===== src/rtl/wdt_timer_pkg.sv =====
// constants shared by the watchdog and basic timer block
package wdt_timer_pkg;

    // register byte addresses on the apb bus
    localparam logic [7:0] watchdog_clear_key_off = 8'hcc;
    localparam logic [7:0] basic_timer_mode_off = 8'hd8;
    localparam logic [7:0] timer_count_value_off = 8'hd9;
    localparam logic [7:0] irq_ctrl_off = 8'he0;
    localparam logic [7:0] irq_status_off = 8'he4;
    localparam logic [7:0] irq_mask_off = 8'he8;

    // reset values
    localparam logic [7:0] mode_reset = 8'h00;
    localparam logic [7:0] count_reset = 8'h00;
    localparam logic [1:0] mask_reset = 2'h0;

    // field positions
    localparam int run_bit_pos = 7;
    localparam int rate_lsb = 4;
    localparam int rate_msb = 6;
    localparam int ien_bit_pos = 0;
    localparam int flag_bit_pos = 1;
    localparam int st_ovf_pos = 0;
    localparam int st_wake_pos = 1;
    localparam int mode_used_lsb = 4;

    // watchdog and basic timer constants
    localparam logic [7:0] clear_key = 8'h5a;
    localparam int wdt_width = 13;
    localparam logic [12:0] wdt_last = 13'h1fff;
    localparam logic [7:0] count_max = 8'hff;
    localparam logic [7:0] irq_vector = 8'h08;

    // watchdog configuration option
    typedef enum logic [1:0] {
        wdt_disable = 2'h0,
        wdt_enable = 2'h1,
        wdt_always_on = 2'h2
    } wdt_option_e;

    // operating modes of the chip
    typedef enum logic [1:0] {
        mode_normal = 2'h0,
        mode_slow = 2'h1,
        mode_green = 2'h2,
        mode_power_down = 2'h3
    } op_mode_e;

endpackage : wdt_timer_pkg


===== src/rtl/rate_prescaler.sv =====
// instruction clock prescaler producing one-cycle timer ticks
`timescale 1ns/1ps
`default_nettype none
module rate_prescaler
    import wdt_timer_pkg::*;
(
    input wire logic clk,
    input wire logic srst,
    input wire logic run,
    input wire logic cpu_tick,
    input wire logic [2:0] rate_sel,
    output logic tick
);
    typedef struct packed {
        logic [7:0] div;
    } state_s;

    state_s st_r;
    state_s st_nxt;
    logic [7:0] last;

    always_comb begin
        st_nxt = st_r;
        last = 8'hff >> rate_sel;
        tick = 1'b0;
        if (!run) begin
            st_nxt.div = 8'h00;
        end else if (cpu_tick) begin
            if ((st_r.div & last) == last) begin
                tick = 1'b1;
                st_nxt.div = 8'h00;
            end else begin
                st_nxt.div = st_r.div + 8'h01;
            end
        end
    end

    always_ff @(posedge clk) begin
        if (srst) begin
            st_r <= '0;
        end else begin
            st_r <= st_nxt;
        end
    end
endmodule : rate_prescaler
`default_nettype wire


===== src/rtl/watchdog_counter.sv =====
// watchdog counter on the low-speed oscillator ticks
`timescale 1ns/1ps
`default_nettype none
module watchdog_counter
    import wdt_timer_pkg::*;
(
    input wire logic clk,
    input wire logic srst,
    input wire logic [1:0] wdt_option,
    input wire logic [1:0] op_mode,
    input wire logic lso_tick,
    input wire logic clear,
    output logic overflow
);
    typedef struct packed {
        logic [12:0] cnt;
    } state_s;

    state_s st_r;
    state_s st_nxt;
    logic active;

    always_comb begin
        st_nxt = st_r;
        overflow = 1'b0;
        active = 1'b0;
        unique case (wdt_option)
            wdt_enable: active = (op_mode == mode_normal) || (op_mode == mode_slow);
            wdt_always_on: active = 1'b1;
            default: active = 1'b0;
        endcase
        if (clear || !active && wdt_option == wdt_disable) begin
            st_nxt.cnt = '0;
        end else if (active && lso_tick) begin
            st_nxt.cnt = st_r.cnt + 13'h0001;
            overflow = (st_r.cnt == wdt_last);
        end
    end

    always_ff @(posedge clk) begin
        if (srst) begin
            st_r <= '0;
        end else begin
            st_r <= st_nxt;
        end
    end
endmodule : watchdog_counter
`default_nettype wire


===== src/rtl/watchdog_and_basic_timer.sv =====
// watchdog and 8-bit basic up timer with apb registers
// How it works
// - the watchdog is a binary up counter whose overflow resets the whole chip.
// - the watchdog counts low-speed oscillator ticks and overflows after 8192 of them.
// - with the enable option it counts in normal and slow modes only, disabled it does nothing.
// - with the always-on option it also counts in power-down and clocked sleep.
// - writing 0x5a to the write-only clear key restarts the watchdog count.
// - the basic timer is an 8-bit up counter that keeps counting past its wrap and flags it.
// - it counts the instruction clock divided by 256 (code 000) down to 2 (code 111).
// - it counts only while the run bit, mode bit 7, is set.
// - each wrap from 0xff to 0x00 sets the timer request flag.
// - the flag sets regardless of the interrupt enable; only the enable vectors the cpu.
// - with the enable set an overflow redirects the program counter to vector 8.
// - with the run bit set the timer keeps counting in clocked sleep.
// - an overflow in clocked sleep wakes the chip to its previous mode.
// - there is no auto-reload; counting resumes from zero for 256 counts.
// - the count is an 8-bit read/write register reset to zero.
`timescale 1ns/1ps
`default_nettype none
module watchdog_and_basic_timer
    import wdt_timer_pkg::*;
(
    input wire logic clk,
    input wire logic srst,
    input wire logic psel,
    input wire logic penable,
    input wire logic pwrite,
    input wire logic [7:0] paddr,
    input wire logic [31:0] pwdata,
    output logic [31:0] prdata,
    output logic pready,
    output logic pslverr,
    input wire logic [1:0] wdt_option,
    input wire logic [1:0] op_mode,
    input wire logic [1:0] sleep_from_mode,
    input wire logic lso_tick,
    input wire logic cpu_tick,
    output logic chip_reset,
    output logic vector_req,
    output logic [7:0] vector_addr,
    output logic wake_req,
    output logic [1:0] wake_mode,
    output logic irq
);
    typedef struct packed {
        logic [7:0] mode;
        logic [7:0] count;
        logic ien;
        logic flag;
        logic [1:0] status;
        logic [1:0] mask;
        logic [31:0] rdata;
        logic ready;
        logic err;
        logic chip_reset;
        logic vector_req;
        logic wake_req;
        logic [1:0] wake_mode;
        logic irq;
    } state_s;

    state_s st_r;
    state_s st_nxt;
    logic tick;
    logic wdt_ovf;
    logic wdt_clear;
    logic access;
    logic wr;
    logic rd;
    logic wrap;
    logic [1:0] ev;
    logic mapped;

    ////////////////////////////////////////////////////////////////////////////////////
    // submodules

    rate_prescaler u_pre (
        .clk(clk),
        .srst(srst),
        .run(st_r.mode[run_bit_pos]),
        .cpu_tick(cpu_tick),
        .rate_sel(st_r.mode[rate_msb:rate_lsb]),
        .tick(tick)
    );

    watchdog_counter u_wdt (
        .clk(clk),
        .srst(srst),
        .wdt_option(wdt_option),
        .op_mode(op_mode),
        .lso_tick(lso_tick),
        .clear(wdt_clear),
        .overflow(wdt_ovf)
    );

    ////////////////////////////////////////////////////////////////////////////////////
    // bus decode

    always_comb begin
        access = psel && penable && !st_r.ready;
        wr = access && pwrite;
        rd = access && !pwrite;
        mapped = (paddr == watchdog_clear_key_off) || (paddr == basic_timer_mode_off) ||
                 (paddr == timer_count_value_off) || (paddr == irq_ctrl_off) ||
                 (paddr == irq_status_off) || (paddr == irq_mask_off);
        wdt_clear = wr && paddr == watchdog_clear_key_off && pwdata[7:0] == clear_key;
        wrap = tick && st_r.count == count_max;
    end

    ////////////////////////////////////////////////////////////////////////////////////
    // next state

    always_comb begin
        st_nxt = st_r;
        st_nxt.ready = access;
        st_nxt.err = access && !mapped;
        st_nxt.rdata = '0;
        st_nxt.vector_req = 1'b0;
        st_nxt.wake_req = 1'b0;
        st_nxt.chip_reset = wdt_ovf;
        // counter runs in every mode while enabled, sleep included
        if (tick) begin
            st_nxt.count = st_r.count + 8'h01;
        end
        if (wrap) begin
            st_nxt.flag = 1'b1;
            st_nxt.vector_req = st_r.ien;
            if (op_mode == mode_green) begin
                st_nxt.wake_req = 1'b1;
                st_nxt.wake_mode = sleep_from_mode;
            end
        end
        if (wr) begin
            unique case (paddr)
                basic_timer_mode_off: st_nxt.mode = {pwdata[7:mode_used_lsb], 4'h0};
                timer_count_value_off: st_nxt.count = pwdata[7:0];
                irq_ctrl_off: begin
                    st_nxt.ien = pwdata[ien_bit_pos];
                    if (!pwdata[flag_bit_pos] && !wrap) begin
                        st_nxt.flag = 1'b0;
                    end
                end
                irq_mask_off: st_nxt.mask = pwdata[1:0];
                default: ;
            endcase
        end
        if (rd) begin
            unique case (paddr)
                basic_timer_mode_off: st_nxt.rdata = {24'h0, st_r.mode};
                timer_count_value_off: st_nxt.rdata = {24'h0, st_r.count};
                irq_ctrl_off: st_nxt.rdata = {30'h0, st_r.flag, st_r.ien};
                irq_status_off: begin
                    st_nxt.rdata = {30'h0, st_r.status};
                    st_nxt.status = 2'h0;
                end
                irq_mask_off: st_nxt.rdata = {30'h0, st_r.mask};
                default: st_nxt.rdata = '0;
            endcase
        end
        ev = 2'h0;
        ev[st_ovf_pos] = wrap;
        ev[st_wake_pos] = wrap && op_mode == mode_green;
        st_nxt.status = st_nxt.status | ev;
        st_nxt.irq = |(st_nxt.status & st_nxt.mask);
    end

    always_ff @(posedge clk) begin
        if (srst) begin
            st_r <= '0;
            st_r.mode <= mode_reset;
            st_r.count <= count_reset;
            st_r.mask <= mask_reset;
        end else begin
            st_r <= st_nxt;
        end
    end

    ////////////////////////////////////////////////////////////////////////////////////
    // outputs

    always_comb begin
        prdata = st_r.rdata;
        pready = st_r.ready;
        pslverr = st_r.err;
        chip_reset = st_r.chip_reset;
        vector_req = st_r.vector_req;
        vector_addr = irq_vector;
        wake_req = st_r.wake_req;
        wake_mode = st_r.wake_mode;
        irq = st_r.irq;
    end
endmodule : watchdog_and_basic_timer
`default_nettype wire


===== config.mk =====
export PLATFORM = sky130hd
export DESIGN_NAME = watchdog_and_basic_timer
export DESIGN_NICKNAME = d
export VERILOG_FILES = /design/src/rtl/wdt_timer_pkg.sv /design/src/rtl/rate_prescaler.sv /design/src/rtl/watchdog_counter.sv /design/src/rtl/watchdog_and_basic_timer.sv
export SDC_FILE = /design/constraint.sdc
export NUM_CORES = 1
export LEC_CHECK = 0
export BUFFER_PORTS_ARGS = -buffer_cell sky130_fd_sc_hd__buf_2
export CORE_MARGIN = 2
export CORE_UTILIZATION = 25
export CTS_CLUSTER_SIZE = 14
export DETAILED_ROUTE_END_ITERATION = 10
export GPL_TIMING_DRIVEN = 0
export MAX_ROUTING_LAYER = met4
export PLACE_DENSITY_LB_ADDON = 0.05
export SLEW_MARGIN = 20
export SYNTH_ARGS = -nofsm -noshare
export SYNTH_HDL_FRONTEND = slang
export SYNTH_SLANG_ARGS = --single-unit

===== constraint.sdc =====
create_clock -name clk -period 2.05 [get_ports clk]
set_input_delay 0.205 -clock clk [delete_from_list [all_inputs] [get_ports clk]]
set_output_delay 0.205 -clock clk [all_outputs]
set_load 0.05 [all_outputs]

==> flow_summary.json, run 1 <==
{
  "outcome": "finished, final reports clean",
  "cp_cell_sequence": "o211ai_1, a211oi_4, nand3_4, or4_1, a311oi_2",
  "post-route-min-period_ns": 1.91,
  "final_nets": 472,
  "hold_class": "input port to flop",
  "final_max_slew_viol_count": 0,
  "rows": 39,
  "io_pins": 101,
  "grt_use_total_pct": 11.7,
  "grt-ovfl-total": 0,
  "ir_worst_vdd_uv": 335,
  "utilization_pct": 32.0,
  "dp.final_hpwl_mm": 5.47,
  "grt_pass1_wl_mm": 11.4,
  "cp-end-kind": "flop",
  "wl_per_cell_um": 12.7,
  "htreeDepth": 2,
  "ant_nets": 0,
  "layout_common_cells": "dfxtp_1 (50), nor2_1 (47), buf_2 (45)",
  "cpMaxStageDelayCell": "or4_1",
  "drive_gt1_share_pct": 27.8,
  "powerDensity_nw_per_um2": 649,
  "gp_congestion": 0.853,
  "crit_family": "compound AO/OA/AOI/OAI gates",
  "wl_mm": 7.08,
  "die_x_um": 112,
  "start_kind": "flop",
  "cts_buffers": 5,
  "ys_top_cells_by_area": "dfxtp_1 (38%), buf_4 (11%), nor2_1 (6.1%)",
  "worstPathRequired_ns": 2.26,
  "relSlewSlack_pct": 51.7,
  "root_buffer": "clkbuf_16",
  "yosys_warnings": 0,
  "avgSynthCellArea_um2": 8.73,
  "io_buffer_count": 41,
  "worst_pin_slew_ns": 0.723,
  "synth-seq-cells": 55,
  "hold_violations": 0,
  "path_class": "flop to flop",
  "clkSlewWorstSetupHoldPaths_ns": 0.08,
  "core-area_um2": 11400,
  "drc": 0,
  "grt_setup_unrepaired": "no",
  "grt_max_degree": 19,
  "clock_path_buffers": 2,
  "period_share_pct": 93.0,
  "synth_top_area_share_pct": 37.9,
  "path_buf_inv": 0,
  "clock_latency_ns": 0.30,
  "layout.cells.non_filler": 557,
  "mostFrequentLayoutCell": "dfxtp_1",
  "finalSetupViolations": 0,
  "synth_top_area_cell": "dfxtp_1",
  "dr.pass1.iters": 4,
  "cts_tree": "built",
  "syn_to_final_growth_pct": 25.0,
  "power_w": 0.00236,
  "crit_fanout": 10,
  "yosys.cell_types.count": 45,
  "power_leakage_nw": 1.49,
  "crit_path_max_incr_delay_ns": 0.52,
  "syn-instance-count": 333,
  "die_area_um2": 12500,
  "dp_cells": 547,
  "vias_per_cell": 4.34,
  "synth.cell_area_um2": 2910,
  "cp.arrival_ns": 2.11,
  "fin_worst_skew_ns": 0.0103,
  "diodes": 0,
  "antenna_found_initial": 0,
  "drtIter0Drc": 73,
  "start_util_pct": 25.6,
  "numClockSinks": 55,
  "grt_pass1_vias": 2363,
  "drv_cap": 0,
  "die_h_um": 112,
  "fmax_mhz": 525,
  "vias": 2419,
  "seq_area_frac_synth_pct": 37.9
}
[area by class of cell]
type | instances | area [um2]
multi-input cells | 252 | 1580
plain buffers | 50 | 352
clock buffers | 5 | 125
flip-flops and latches | 55 | 1110
repair buffers | 43 | 220
inverters | 6 | 22.5
fillers | 1226 | 7730
well taps | 143 | 179
clock inverters | 3 | 46.3
[synth_stat cells, drive strengths merged]
cell type / count
nand3b: 6
nand4bb: 1
mux2i: 16
xnor2: 8
or4: 2
and3: 5
o31ai: 2
dfxtp: 55
a31oi: 2
o2bb2ai: 1
a21oi: 7
nand2: 19
a311oi: 3
or3: 3
buf: 46
or2: 2
xor2: 13
nor4b: 2
nor2: 47
a221oi: 1
ha: 6
o21ai: 9
nor2b: 1
and4: 4
a2111oi: 2
o21bai: 1
clkbuf: 4
nand4: 9
nand2b: 9
a22oi: 3
conb: 2
inv: 6
nand3: 14
nor4: 3
o211ai: 2
nand4b: 2
nor3b: 4
a211oi: 5
nor3: 6
[worst paths after layout]
check | from | to | slack, ns | depth (start not counted)
max reg2reg | st_r[58] | st_r[53] | 0.14 | 5
max | st_r[58] | st_r[53] | 0.14 | 5
min reg2reg | u_pre.st_r[7] | u_pre.st_r[7] | 0.48 | 2
min | sleep_from_mode[1] | wake_mode[1] | 0.17 | 3
[registers in the layout, summed over array words and instances (netlist names)]
signal	flops
prdata	8
st_r	18
wake_mode	2
pslverr	1
vector_req	1
u_wdt.st_r	13
chip_reset	1
wake_req	1
irq	1
pready	1
u_pre.st_r	8
[metrics by stage]
step,cell area [um2],setup slack (ns),hold WS [ns],TNS (ns)
6_report,3640,0.144,0.169,0
3_5_place_dp,3400,-0.221,0.469,-2.36
5_1_grt,3640,0.0184,0.184,0
3_3_place_gp,3400,-0.316,0.461,-3.25
2_1_floorplan,3020,0.209,0.349,0
4_1_cts,3600,0.0175,0.159,0
[layer usage]
metal  up-vias  track usage [%]  routed length (um)
li1       1245                -                   -
met1      1111             13.8                3210
met2        54             19.5                3410
met3         9             2.40                 313
met4         0             4.44                 144
met5         -                -                   0
[worst register-to-register path, stage by stage, from the launching register on]
cell	delay, ns
dfxtp_2	0.40
o211ai_1	0.17
a211oi_4	0.30
nand3_4	0.17
or4_1	0.52
a311oi_2	0.26
[cells by family after synthesis]
| family | Yosys count | share of synthesized area (%) |
|---|---|---|
| other cells | 2 | 0.258 |
| fa+ha+maj | 6 | 2.58 |
| buf+inv | 56 | 12.8 |
| compound gates | 38 | 9.68 |
| flops | 55 | 37.9 |
| mux | 16 | 5.51 |
| simple gates | 139 | 25.0 |
| xor+xnor | 21 | 6.33 |
[report_power, final]
part	total (W)	internal [W]	switching (W)
combinational	0.000295	0.0000859	0.000209
clock	0.000992	0.000582	0.000411
sequential	0.00107	0.00107	0.00000164
total	0.00236	0.00174	0.000621
[timing repair]
item,CTS,global route
hold buffers,0,0
gates resized for setup,3,10
setup buffers,1,1
setup endpoints to repair,4,21
hold endpoints to repair,0,0
pin swaps,1,2
No activity file was read; power rests on OpenSTA's default activity.
==> run 2: changes to the inputs <==
Settings changed: CORE_UTILIZATION 25 to 50.
Clock period 2.05 ns to 1.9 ns, I/O delays scaled along.
==> flow_summary.json, run 2 (synthesis results as in run 1) <==
{
  "post-route-min-period_ns": 1.79,
  "fin_worst_skew_ns": 0.00516,
  "path_class": "flop to flop",
  "dpl_cell_area_um2": 3320,
  "mostFrequentLayoutCell": "dfxtp_1",
  "grt-ovfl-total": 0,
  "drive_gt1_share_pct": 28.2,
  "period_share_pct": 94.2,
  "worstHoldPathCells": 3,
  "switching_share_pct": 26.3,
  "wl_mm": 6.00,
  "hold_class": "input port to flop",
  "clock_latency_ns": 0.30,
  "antenna_found_initial": 0,
  "grt_setup_unrepaired": "no",
  "clkSlewWorstSetupHoldPaths_ns": 0.09,
  "layout_common_cells": "dfxtp_1 (49), nor2_1 (47), buf_4 (46)",
  "grt_max_degree": 16,
  "powerDensity_nw_per_um2": 630,
  "die_h_um": 80.3,
  "dp.final_hpwl_mm": 4.53,
  "gp_congestion": 0.859,
  "grt_pass1_wl_mm": 9.49,
  "multi_input_area_um2": 1600,
  "final_cell_area_um2": 3520,
  "comb_power_share_pct": 14.4,
  "dr.pass1.iters": 4,
  "r2r_slack_ns": 0.11,
  "biggestRegsByFlops": "st_r: 18 flops, u_wdt.st_r: 13 flops",
  "final_nets": 474,
  "power_leakage_nw": 1.47,
  "rows": 27,
  "worst_pin_slew_ns": 0.626,
  "cts_buffers": 5,
  "pwr-share-clk_pct": 33.6,
  "largest_reg_flops": 18,
  "root_buffer": "clkbuf_8",
  "cp_cell_sequence": "nor3b_2, nand3_4, or4_1, a311oi_1",
  "cp-end-kind": "flop",
  "worstHoldStart": "sleep_from_mode[0]",
  "grt_use_total_pct": 18.9,
  "htreeDepth": 2,
  "worstPathRequired_ns": 2.12,
  "vias_per_cell": 4.99,
  "crit_path_max_incr_delay_ns": 0.49,
  "io_pins": 101,
  "fmax_mhz": 559,
  "vias": 2431,
  "r2r-start": "st_r[61]",
  "fill_cells": 510,
  "numClockSinks": 55,
  "die_x_um": 80.3,
  "grt_pass1_vias": 2205,
  "utilization_pct": 63.1,
  "ant_nets": 0,
  "drv_cap": 0,
  "wl_per_cell_um": 12.3,
  "relSlewSlack_pct": 58.2,
  "r2r-end": "st_r[53]",
  "io_buffer_count": 41,
  "reg2regPathDepth": 4,
  "cellInternalPower_w": 0.00163,
  "hold_end": "wake_mode[0]",
  "start_util_pct": 52.2,
  "regMostFlops": "st_r",
  "clock_path_buffers": 2,
  "drc": 0,
  "ir_worst_vdd_uv": 304,
  "cpMaxStageDelayCell": "or4_1",
  "outcome": "finished, final reports clean",
  "seq_power_share_pct": 52.0,
  "seq_area_um2": 1110,
  "core-area_um2": 5570,
  "drtIter0Drc": 125,
  "hold_violations": 0,
  "cp.arrival_ns": 2.01,
  "die_area_um2": 6440,
  "cts_tree": "built",
  "syn_to_final_growth_pct": 21.0,
  "finalSetupViolations": 0,
  "start_kind": "flop",
  "diodes": 0,
  "final_max_slew_viol_count": 0,
  "crit_fanout": 10,
  "p_switching_w": 0.000583
}
==> run 2: cell count changes in the layout (fill, tap and decap cells not counted), sizes merged <==
| cell | before | now |
|---|---|---|
| buf | 89 | 91 |
| clkbuf | 9 | 10 |
| clkinvlp | 1 | 0 |
| inv | 7 | 6 |
==> run 2: area by class of cell <==
class | instances | share of cell area, %
buffer | 50 | 10.0
clock buffer | 6 | 2.06
clock inverter | 1 | 0.854
inverter | 6 | 0.640
multi-input combinational | 252 | 45.5
sequential | 55 | 31.7
tap | 72 | 2.56
timing repair buffer | 45 | 6.69
==> run 2: routing by layer <==
layer	global-route usage, %	routed length [um]
met1	23.2	2660
met2	31.6	2960
met3	3.37	350
met4	6.44	40
met5	-	0
==> run 2: critical path: cells and delay by family, from the launching register on <==
kind | cells | cell delay [ns]
compound gates | 1 | 0.26
flops | 1 | 0.47
simple gates | 3 | 0.98
==> run 2: worst max path at each step <==
stage | cells after the start | from | end | slack [ns]
6_report | 4 | st_r[61] | st_r[53] | 0.11
5_1_grt | 7 | st_r[46] | wake_mode[1] | 0.004
4_1_cts | 5 | u_pre.st_r[5] | st_r[53] | 0.01
3_5_place_dp | 5 | st_r[59] | st_r[53] | -0.26
3_3_place_gp | 6 | paddr[5] | st_r[48] | -0.23
2_1_floorplan | 5 | pready | irq | 0.06
==> run 2: stage by stage <==
| stage | instances | total power [W] | worst slack [ns] | hold WS, ns | TNS [ns] |
|---|---|---|---|---|---|
| floorplan | 363 | 0.00144 | 0.0594 | 0.334 | 0 |
| global placement | 476 | 0.00149 | -0.227 | 0.456 | -2.86 |
| detailed placement | 476 | 0.00149 | -0.257 | 0.458 | -2.55 |
| CTS | 484 | 0.00223 | 0.0106 | 0.132 | 0 |
| global route | 487 | 0.00229 | 0.00384 | 0.145 | 0 |
| finish | 487 | 0.00222 | 0.110 | 0.136 | 0 |
==> run 2: power groups by stage <==
stage / combinational, W / sequential (W) / clock [W]
2_1_floorplan: 0.000247 / 0.00119 / 0
6_report: 0.000319 / 0.00115 / 0.000743
3_3_place_gp: 0.000309 / 0.00118 / 0
4_1_cts: 0.000310 / 0.00116 / 0.000764
5_1_grt: 0.000339 / 0.00115 / 0.000801
3_5_place_dp: 0.000309 / 0.00118 / 0
==> run 2: repair_timing <==
action                                  4_1_cts  5_1_grt
buffers inserted                              1        3
hold buffers                                  0        0
pin swaps                                     1        2
resized for setup                             5       13
gates cloned                                  0        0
endpoints found under the setup margin        5       28
